--- src/hw/btfb_defines.vh ---
// Purpose: Shared constants of the bit-invert and flag-branch slice
// Assumes: 32-bit APB data, one word per register
// Notes:   Definitions only
`ifndef BTFB_DEFINES_VH
`define BTFB_DEFINES_VH

// ==========================================
// Register offsets (byte addresses)
`define BTFB_OFF_CTRL   12'h000
`define BTFB_OFF_BANK   12'h004
`define BTFB_OFF_FLAGS  12'h008
`define BTFB_OFF_PC     12'h00C
`define BTFB_OFF_INDEX  12'h010
`define BTFB_OFF_EXST   12'h014

// ==========================================
// Field positions
`define BTFB_CTRL_RUN   0
`define BTFB_CTRL_EXT   1
`define BTFB_FLAG_Z     0
`define BTFB_FLAG_OV    1
`define BTFB_EXST_ST    0
`define BTFB_EXST_KIND  3
`define BTFB_EXST_TAKEN 6
`define BTFB_EXST_IDX   7
`define BTFB_EXST_ADDR  8

// ==========================================
// Reset values
`define BTFB_RST_CTRL   2'h0
`define BTFB_RST_BANK   4'h0
`define BTFB_RST_FLAGS  2'h0
`define BTFB_RST_PC     21'h000000
`define BTFB_RST_INDEX  12'h000

// ==========================================
// Opcodes and addressing
`define BTFB_OPC_TOG    4'h7
`define BTFB_OPC_BOV    8'hE4
`define BTFB_OPC_BZ     8'hE0
`define BTFB_ACC_LIMIT  8'h5F
`define BTFB_ACC_HIBANK 4'hF
`define BTFB_ACC_LOBANK 4'h0
`define BTFB_PC_STEP    21'h000002

// ==========================================
// Quarter phases
`define BTFB_Q1         2'h0
`define BTFB_Q2         2'h1
`define BTFB_Q3         2'h2
`define BTFB_Q4         2'h3

`endif

--- src/hw/btfb_operand.v ---
// Purpose: Operand address resolve and single-bit inversion
// Assumes: Pure combinational, fed from the instruction register
// Notes:   Used by btfb_core during the bit-invert instruction
`timescale 1ns/1ps
`default_nettype none
`include "btfb_defines.vh"

module btfb_operand (
   // Instruction and context
   input  wire [15:0] instr,
   input  wire [3:0]  bank_sel,
   input  wire [11:0] index_base,
   input  wire        ext_en,
   // Data path
   input  wire [7:0]  rdata,
   output reg  [11:0] addr,
   output wire [7:0]  wdata,
   output reg         idx_mode
);

   wire [7:0] fa   = instr[7:0];
   wire       abit = instr[8];
   wire [2:0] bsel = instr[11:9];

   // ==========================================
   // Address resolve
   always @* begin
      idx_mode = 1'b0;
      if (abit) begin
         addr = {bank_sel, fa};
      end else if (ext_en && fa <= `BTFB_ACC_LIMIT) begin
         idx_mode = 1'b1;
         addr = index_base + {4'h0, fa};
      end else if (fa <= `BTFB_ACC_LIMIT) begin
         addr = {`BTFB_ACC_LOBANK, fa};
      end else begin
         addr = {`BTFB_ACC_HIBANK, fa};
      end
   end

   // ==========================================
   // Invert only the chosen bit
   genvar i;
   generate
      for (i = 0; i < 8; i = i + 1) begin : g_bit
         assign wdata[i] = (bsel == i) ? ~rdata[i] : rdata[i];
      end
   endgenerate

endmodule
`default_nettype wire

--- src/hw/btfb_core.v ---
// Purpose: Bit-invert and flag-branch execution slice with APB control
// Assumes: Program and data memory answer one cycle after their read strobe
// Notes:   One pclk per quarter phase, four per instruction cycle
//
// Added by the designer: register access over APB and the placing of the registers.
`timescale 1ns/1ps
`default_nettype none
`include "btfb_defines.vh"

module btfb_core (
   // Clock and reset
   input  wire        pclk,
   input  wire        presetn,
   // APB slave
   input  wire [11:0] paddr,
   input  wire        psel,
   input  wire        penable,
   input  wire        pwrite,
   input  wire [31:0] pwdata,
   output reg  [31:0] prdata,
   output reg         pready,
   output reg         pslverr,
   // Program memory
   output reg  [20:0] prog_addr,
   output reg         prog_rd,
   input  wire [15:0] prog_data,
   // Data memory
   output reg  [11:0] dmem_addr,
   output reg         dmem_rd,
   input  wire [7:0]  dmem_rdata,
   output reg  [7:0]  dmem_wdata,
   output reg         dmem_we
);

   // ==========================================
   // States and decode
   localparam [2:0] ST_STOP = 3'b001;
   localparam [2:0] ST_FILL = 3'b010;
   localparam [2:0] ST_EXEC = 3'b100;

   localparam [2:0] K_TOG = 3'b001;
   localparam [2:0] K_BOV = 3'b010;
   localparam [2:0] K_BZ  = 3'b100;

   // Anything outside the three is run as a no-op
   function [2:0] op_class;
      input [15:0] ir;
      begin
         if (ir[15:12] == `BTFB_OPC_TOG)
            op_class = K_TOG;
         else if (ir[15:8] == `BTFB_OPC_BOV)
            op_class = K_BOV;
         else if (ir[15:8] == `BTFB_OPC_BZ)
            op_class = K_BZ;
         else
            op_class = 3'h0;
      end
   endfunction

   function hit;
      input [11:0] a;
      input [11:0] off;
      begin
         hit = (a == off);
      end
   endfunction

   // ==========================================
   // Storage
   reg  [1:0]  ctrl_reg;
   reg  [3:0]  bank_select_reg;
   reg  [1:0]  flags_reg;
   reg  [11:0] index_reg;
   reg  [20:0] pc_reg;
   reg  [2:0]  state_reg;
   reg  [1:0]  q_reg;
   reg  [15:0] ir_reg;
   reg  [15:0] fetch_reg;
   reg  [2:0]  kind_reg;
   reg         taken_reg;
   reg         idx_last_reg;
   reg  [11:0] addr_last_reg;

   wire [11:0] res_addr;
   wire [7:0]  tog_data;
   wire        res_idx;

   wire run    = ctrl_reg[`BTFB_CTRL_RUN];
   wire ext_en = ctrl_reg[`BTFB_CTRL_EXT];
   wire f_z    = flags_reg[`BTFB_FLAG_Z];
   wire f_ov   = flags_reg[`BTFB_FLAG_OV];

   // Signed offset doubled, sign carried up to the PC width
   wire [20:0] br_off = {{12{ir_reg[7]}}, ir_reg[7:0], 1'b0};
   wire [20:0] br_target = pc_reg + br_off;
   wire [20:0] pc_seq    = pc_reg + `BTFB_PC_STEP;

   // ==========================================
   // Operand path
   btfb_operand u_operand (
      .instr      (ir_reg),
      .bank_sel   (bank_select_reg),
      .index_base (index_reg),
      .ext_en     (ext_en),
      .rdata      (dmem_rdata),
      .addr       (res_addr),
      .wdata      (tog_data),
      .idx_mode   (res_idx)
   );

   // ==========================================
   // APB decode
   wire setup  = psel & ~penable;
   wire access = psel & penable & pready;
   wire wr_en  = access & pwrite;

   wire sel_ctrl  = hit(paddr, `BTFB_OFF_CTRL);
   wire sel_bank  = hit(paddr, `BTFB_OFF_BANK);
   wire sel_flags = hit(paddr, `BTFB_OFF_FLAGS);
   wire sel_pc    = hit(paddr, `BTFB_OFF_PC);
   wire sel_index = hit(paddr, `BTFB_OFF_INDEX);
   wire sel_exst  = hit(paddr, `BTFB_OFF_EXST);
   wire mapped    = sel_ctrl | sel_bank | sel_flags | sel_pc | sel_index | sel_exst;

   reg [31:0] rd_mux;
   always @* begin
      rd_mux = 32'h00000000;
      if (sel_ctrl)
         rd_mux[1:0] = ctrl_reg;
      if (sel_bank)
         rd_mux[3:0] = bank_select_reg;
      if (sel_flags)
         rd_mux[1:0] = flags_reg;
      if (sel_pc)
         rd_mux[20:0] = pc_reg;
      if (sel_index)
         rd_mux[11:0] = index_reg;
      if (sel_exst) begin
         rd_mux[`BTFB_EXST_ST +: 3]   = state_reg;
         rd_mux[`BTFB_EXST_KIND +: 3] = kind_reg;
         rd_mux[`BTFB_EXST_TAKEN]     = taken_reg;
         rd_mux[`BTFB_EXST_IDX]       = idx_last_reg;
         rd_mux[`BTFB_EXST_ADDR +: 12] = addr_last_reg;
      end
   end

   // Zero-wait answer: ready rises in the access phase
   always @(posedge pclk or negedge presetn) begin
      if (!presetn) begin
         pready  <= 1'b0;
         pslverr <= 1'b0;
         prdata  <= 32'h00000000;
      end else begin
         pready  <= setup;
         pslverr <= setup & ~mapped;
         if (setup)
            prdata <= pwrite ? 32'h00000000 : rd_mux;
      end
   end

   // ==========================================
   // Software registers
   // Flags are only written by software here; nothing in
   // this slice sets them, so no set/clear race exists
   always @(posedge pclk or negedge presetn) begin
      if (!presetn) begin
         ctrl_reg        <= `BTFB_RST_CTRL;
         bank_select_reg <= `BTFB_RST_BANK;
         flags_reg       <= `BTFB_RST_FLAGS;
         index_reg       <= `BTFB_RST_INDEX;
      end else if (wr_en) begin
         if (sel_ctrl)
            ctrl_reg <= pwdata[1:0];
         if (sel_bank)
            bank_select_reg <= pwdata[3:0];
         if (sel_flags)
            flags_reg <= pwdata[1:0];
         if (sel_index)
            index_reg <= pwdata[11:0];
      end
   end

   // ==========================================
   // Sequencer
   // Fetch of the next word overlaps execution of the current one,
   // so pc_reg already points past the executing word
   always @(posedge pclk or negedge presetn) begin
      if (!presetn) begin
         state_reg     <= ST_STOP;
         q_reg         <= `BTFB_Q1;
         pc_reg        <= `BTFB_RST_PC;
         ir_reg        <= 16'h0000;
         fetch_reg     <= 16'h0000;
         kind_reg      <= 3'h0;
         taken_reg     <= 1'b0;
         idx_last_reg  <= 1'b0;
         addr_last_reg <= 12'h000;
         prog_addr     <= 21'h000000;
         prog_rd       <= 1'b0;
         dmem_addr     <= 12'h000;
         dmem_rd       <= 1'b0;
         dmem_wdata    <= 8'h00;
         dmem_we       <= 1'b0;
      end else begin
         prog_rd <= 1'b0;
         dmem_rd <= 1'b0;
         dmem_we <= 1'b0;
         case (state_reg)
            ST_STOP: begin
               q_reg <= `BTFB_Q1;
               // PC only moves under software while halted
               if (wr_en && sel_pc)
                  pc_reg <= {pwdata[20:1], 1'b0};
               if (run)
                  state_reg <= ST_FILL;
            end
            ST_FILL, ST_EXEC: begin
               q_reg <= q_reg + 2'h1;
               case (q_reg)
                  `BTFB_Q1: begin
                     // Decode; start fetch of the following word
                     prog_addr <= pc_reg;
                     prog_rd   <= 1'b1;
                     taken_reg <= 1'b0;
                     if (state_reg == ST_EXEC) begin
                        kind_reg <= op_class(ir_reg);
                        if (op_class(ir_reg) == K_TOG) begin
                           dmem_addr     <= res_addr;
                           dmem_rd       <= 1'b1;
                           addr_last_reg <= res_addr;
                           idx_last_reg  <= res_idx;
                        end
                     end else begin
                        kind_reg <= 3'h0;
                     end
                  end
                  `BTFB_Q2: begin
                     // Literal read; flag test
                     if (kind_reg == K_BOV)
                        taken_reg <= f_ov;
                     else if (kind_reg == K_BZ)
                        taken_reg <= f_z;
                     else
                        taken_reg <= 1'b0;
                  end
                  `BTFB_Q3: begin
                     // Modify; the flags stay untouched
                     fetch_reg <= prog_data;
                     if (kind_reg == K_TOG) begin
                        dmem_wdata <= tog_data;
                        dmem_we    <= 1'b1;
                     end
                  end
                  `BTFB_Q4: begin
                     // Write back data or PC
                     ir_reg <= fetch_reg;
                     if (taken_reg) begin
                        pc_reg    <= br_target;
                        state_reg <= ST_FILL;
                     end else if (!run) begin
                        // Keep pc at the fetched, unexecuted word
                        state_reg <= ST_STOP;
                     end else begin
                        pc_reg    <= pc_seq;
                        state_reg <= ST_EXEC;
                     end
                     if (!run)
                        state_reg <= ST_STOP;
                  end
                  default: begin
                     q_reg <= `BTFB_Q1;
                  end
               endcase
            end
            default: begin
               state_reg <= ST_STOP;
            end
         endcase
      end
   end

endmodule
`default_nettype wire

--- config.mk ---
export PLATFORM = sky130hd
export DESIGN_NAME = btfb_core
export DESIGN_NICKNAME = d
export VERILOG_FILES = /design/src/hw/btfb_operand.v /design/src/hw/btfb_core.v
export VERILOG_INCLUDE_DIRS = /design/src /design/src/hw
export SDC_FILE = /design/constraint.sdc
export NUM_CORES = 1
export LEC_CHECK = 0
export ABC_AREA = 0
export BUFFER_PORTS_ARGS = -buffer_cell sky130_fd_sc_hd__buf_2
export CORE_UTILIZATION = 60
export CTS_CLUSTER_DIAMETER = 80
export CTS_CLUSTER_SIZE = 14
export DETAILED_ROUTE_END_ITERATION = 12
export HOLD_SLACK_MARGIN = 0.05
export PLACE_DENSITY = 0.83
export SYNTH_ARGS = -nofsm -noshare
export SYNTH_HDL_FRONTEND = slang
export SYNTH_HIERARCHICAL = 1
export SYNTH_SLANG_ARGS = --single-unit
--- constraint.sdc ---
create_clock -name pclk -period 5 [get_ports pclk]
set_input_delay 0.5 -clock pclk [delete_from_list [all_inputs] [get_ports pclk]]
set_output_delay 0.5 -clock pclk [all_outputs]
set_load 0.05 [all_outputs]
# After elaboration in Yosys (flattened, before gate mapping)
# Index checks and enable logic that the tools add are counted.
[totals]
regBits = 161
inputBits = 73
out_inout_bits = 78
word_cells = 145
[op_classes]
add_sub_neg = 4
magnitude_cmp = 1
n_eq_ne = 29
muxes = 50
bitwise = 20
n_reduce_logical = 20
[op_table]
columns = ["cell", "n"]
rows = [
  ["$mux 21", 6],
  ["$mux 12", 4],
  ["$pmux 21 s2", 1],
  ["$mux 3", 11],
  ["$eq 12x4->1 const B", 2],
  ["$eq 12x5->1 const B", 2],
  ["$add 21x2->21 const B", 1],
  ["$add 21x21->21", 1],
  ["$mux 1", 21],
  ["$mux 20", 1],
  ["$eq 3x3->1 const B", 6],
  ["$reduce_and 2->1", 9],
  ["$eq 8x8->1 const B", 2],
  ["$add 12x8->12", 1],
  ["$eq 12x3->1 const B", 1],
  ["$eq 3x1->1 const B", 4],
  ["$eq 3x2->1 const B", 4],
  ["$logic_not 12->1", 1],
  ["$not 1->1", 10],
  ["$le 8x7->1 const B", 1],
  ["$reduce_and 4->1", 2],
  ["$ne 2x2->1 const B", 3],
  ["$pmux 3 s2", 1],
  ["$and 1x1->1", 5],
  ["16 further kinds", 24],
]

# Logic depth before layout (Yosys ltp)
[logic_depth]
word_depth = 12
depth_mapped = 11
mapped_depth_nobuf = 10

# Hierarchy
# Netlist, hierarchy kept.
[modules_own_cells]
columns = ["mod", "n_inst", "cells_per_inst", "area_each_um2", "seq_area_each_um2"]
rows = [
  ["btfb_core", 1, 708, 7505.9, 3704.8],
  ["btfb_operand", 1, 112, 770.7, 0.0],
]

# Worst setup path before layout
# OpenSTA, ideal clock, no wires.
[synth_path]
kind = "register to register"
from = "register taken_reg"
to = "register pc_reg[16]"
t_arrival_ns = 2.649
required_time_ns = 4.931
setup_slack_ns = 2.283
stages_incl_launch_ff = 10
path_buffers = 2
cell_sequence = "dfrtp_1 > clkbuf_1 > and2_1 > ha_1 > clkbuf_1 > nand4_1 > o221a_2 > or4b_1 > a2111o_1 > nand3_1"
[synth_via]
elab_chain_cells = 3
word_cells_on_any_way = 5
[synth_rtl]
columns = ["element", "line", "rtl"]
rows = [
  ["start: declaration", "btfb_core.v:80", "reg taken_reg;"],
  ["start signal: assignment", "btfb_core.v:240", "taken_reg <= f_ov;"],
  ["start signal: assignment", "btfb_core.v:242", "taken_reg <= f_z;"],
  ["$mux 21", "btfb_core.v:257", "if (taken_reg) begin"],
  ["$mux 21", "btfb_core.v:219", "case (q_reg)"],
  ["$pmux 21 s2", "btfb_core.v:208", "case (state_reg)"],
  ["end signal: assignment", "btfb_core.v:213", "pc_reg <= {pwdata[20:1], 1'b0};"],
  ["end signal: assignment", "btfb_core.v:258", "pc_reg <= br_target;"],
  ["end signal: assignment", "btfb_core.v:264", "pc_reg <= pc_seq;"],
  ["end: declaration", "btfb_core.v:74", "reg [20:0] pc_reg;"],
]
# Several ways; a longest one is shown, not always the timed one. The select of a mux whose other input is x is not followed.
# A chain may end at the register's enable or synchronous reset.

# Worst setup path in the final report
[layout_path]
from = "register taken_reg"
to = "register pc_reg[9]"
# The elaborated chain is that of the path after synthesis.

==> reports/metrics.yaml <==
status: "finished, final reports clean"
grt_max_degree: 74
num_vias: 7052
numCtsBuffers: 17
worstHoldStart: "prog_data[15]"
r2r-start: "taken_reg$_DFFE_PN0P_"
sequentialPowerShare_pct: 45.0
timing_worst_setup_path_type: "flip-flop to flip-flop"
yosysUniqueCellTypes: 79
cts-hold-fix-buffers: 1
crit_path_end_kind: "flip-flop"
cp-start-kind: "flip-flop"
grt.total_usage_pct: 32.68
cts_tree: "yes"
comb_power_share_pct: 4.6
vdd_drop_max_v: 0.0002174
endpoint: "pc_reg[9]$_DFFE_PN0P_"
coreArea_mm2: 0.01335
worst_slew_pin_slew_ps: 1119
period_minus_slack_ps: 3179
ios: 151
cts.repair.resized: 0
worstPathRequired_ps: 5270
n_fill_cell: 968
cts_root_buffer: "clkbuf_16"
diodes: 0
rows: 42
relSlewSlack_pct: 25.22
fin_area_mm2: 0.009565
arrival_ps: 3450
synthArstFlopShare_pct: 100.0
largest_reg_flops: 21
cts_setup_buffers: 0
antenna_found_initial: 0
wl_per_cell_um: 19.86
grt_pass1_vias: 6788
setup_viol_count_final: 0
grt_pass1_wl_um: 35670
crit_start: "taken_reg$_DFFE_PN0P_"
port_buffers: 127
p_clk_share_pct: 50.4
seq_area_mm2: 0.003705
dpl.hpwl_um: 15740
synthCells: 820
multi_input_area_mm2: 0.004235
clk_latency_ps: 430
reg2reg_slack_ps: 1820
ys_warn_count: 6
switching_power_uw: 601.7
start_util_pct: 62.01
via_per_inst: 6.353
die_h_um: 119.5
p_leak_nw: 4.744
setup_tns_ps: 0
ys_seq_elements: 148
internal-power_mw: 2.073
clock_skew_ps: 9.292
first_pass_iters: 5
p_per_area_mw_per_mm2: 279.6
gp_congestion: 0.9567
nets: 1015
layout-drive-gt1-share_pct: 23.13
ctsLongestPathBuffers: 2
post-route-period-util_pct: 63.58
drv_slew: 0
area_delta_synth_final_pct: 15.57
drt_iter0_markers: 776
syn_avg_cell_area_um2: 10.09
synth-seq-area-share_pct: 44.76
worstReg2RegEnd: "pc_reg[9]$_DFFE_PN0P_"
synth_edf_count: 0
crit_fanout: 15
ant_nets: 0
hold_path_class: "primary input to flip-flop"
htree_levels: 4
clock_sinks: 148
clkTransAtPathRegs_ps: 60
synth_area_mm2: 0.008277
place_area_mm2: 0.008941
wl_um: 22040
drc: 0
grt-ovfl-total: 0
hold_viol: 0
ys.flop_type: "dfrtp_1"
ff2ff_path_depth: 8
die_area_mm2: 0.01427
fp.dieW_um: 119.5
cap_violations: 0
max_freq_ghz: 0.3146
rsz0062_at_grt: "false"
p_sw_share_pct: 22.50
## critical path, stage by stage, from the launching register on
cell and delay [ps]:
dfrtp_1 690, and2_1 210, ha_1 300, a21o_1 230
a21o_1 230, a211oi_1 790, mux2i_1 330, a21oi_1 100
a2bb2oi_1 140
## layout make-up
type	count	share of cell area (%)
Timing Repair Buffer	135	7.364
Clock inverter	11	1.818
Multi-Input combinational cell	596	44.28
Tap cell	176	2.302
Sequential cell	148	38.73
Inverter	23	0.9026
Clock buffer	21	4.604
## kinds of logic (layout without fill, tap and decap cells)
| kind of cell | Yosys count | count (layout) | share of synthesized area [%] |
|---|---|---|---|
| xor+xnor | 17 | 17 | 1.799 |
| other cells | 1 | 12 | 0.04531 |
| simple gates | 244 | 244 | 15.25 |
| fa+ha+maj | 21 | 21 | 3.356 |
| mux | 96 | 96 | 12.99 |
| compound gates | 206 | 206 | 17.14 |
| buf+inv | 87 | 190 | 4.656 |
| flops | 148 | 148 | 44.76 |
## Yosys cell counts, types with 11 or more instances
library cell	instances	area, µm²
a21oi_1	42	210.2
a32o_1	11	110.1
buf_2	11	55.05
buf_4	12	90.09
clkbuf_1	39	146.4
dfrtp_1	147	3679
ha_1	19	237.7
inv_1	22	82.58
mux2_1	57	641.9
mux2_2	34	382.9
nand2_1	80	300.3
nand3_1	22	110.1
nor2_1	33	123.9
nor3_1	18	90.09
nor3b_1	13	97.59
o21ai_0	24	120.1
o21ai_1	28	140.1
## how the worst min path moves through the flow
| stage | end | slack (ps) | cells after the start |
|---|---|---|---|
| 2_1_floorplan | addr_last_reg[0]$_DFFE_PN0P_ | 200 | 0 |
| 3_3_place_gp | dmem_rd$_DFF_PN0_ | 380 | 1 |
| 3_5_place_dp | dmem_rd$_DFF_PN0_ | 380 | 1 |
| 4_1_cts | fetch_reg[3]$_DFFE_PN0P_ | 280 | 2 |
| 5_1_grt | fetch_reg[3]$_DFFE_PN0P_ | 280 | 2 |
| 6_report | fetch_reg[15]$_DFFE_PN0P_ | 290 | 2 |
## routing by layer
metal | vias to the layer above | track usage [%] | part of all wire [%]
met3 | 68 | 7.088 | 8.4
met2 | 374 | 50.22 | 45
li1 | 3184 | - | -
met4 | 0 | 16.80 | 4.7
met1 | 3426 | 43.59 | 42
met5 | - | 0 | 0
## per-stage QoR
stage	hold WS, ps	std cells	power [mW]	setup slack, ps	utilization (%)
after floorplan	204.4	831	1.292	2283	-
after global placement	377.5	1077	1.347	1737	66.99
after detailed placement	376.7	1077	1.348	1695	66.99
after CTS	280.1	1110	2.682	1900	71.66
after global routing	283.8	1110	2.751	1651	71.66
final	289.8	1110	2.674	1821	71.66
## power groups by stage
stage                     clock network (mW)  logic, mW  registers [mW]
after global routing                    1.41      0.133            1.20
final                                   1.35      0.122            1.20
after global placement                     0      0.121            1.23
after CTS                               1.35      0.123            1.20
after detailed placement                   0      0.122            1.23
after floorplan                            0     0.0506            1.24
## layout by cell type, fill, tap and decap left out, types with 7 or more instances in the layout
master,instances
dfrtp_1,147
buf_2,126
nand2_1,80
mux2_1,57
a21oi_1,42
mux2_2,34
nor2_1,33
o21ai_1,28
o21ai_0,24
nand3_1,22
inv_1,22
ha_1,19
nor3_1,18
clkbuf_16,17
nor3b_1,13
conb_1,12
a32o_1,11
a211oi_1,10
and2_1,10
a21o_1,10
o21a_1,10
a22oi_1,9
xnor2_1,9
or3_1,9
nor4_1,8
a31oi_1,8
xor2_1,8
nand3b_1,7
and3_1,7
o211ai_1,7
buf_4,7
Power figures use the tool's default switching activity.
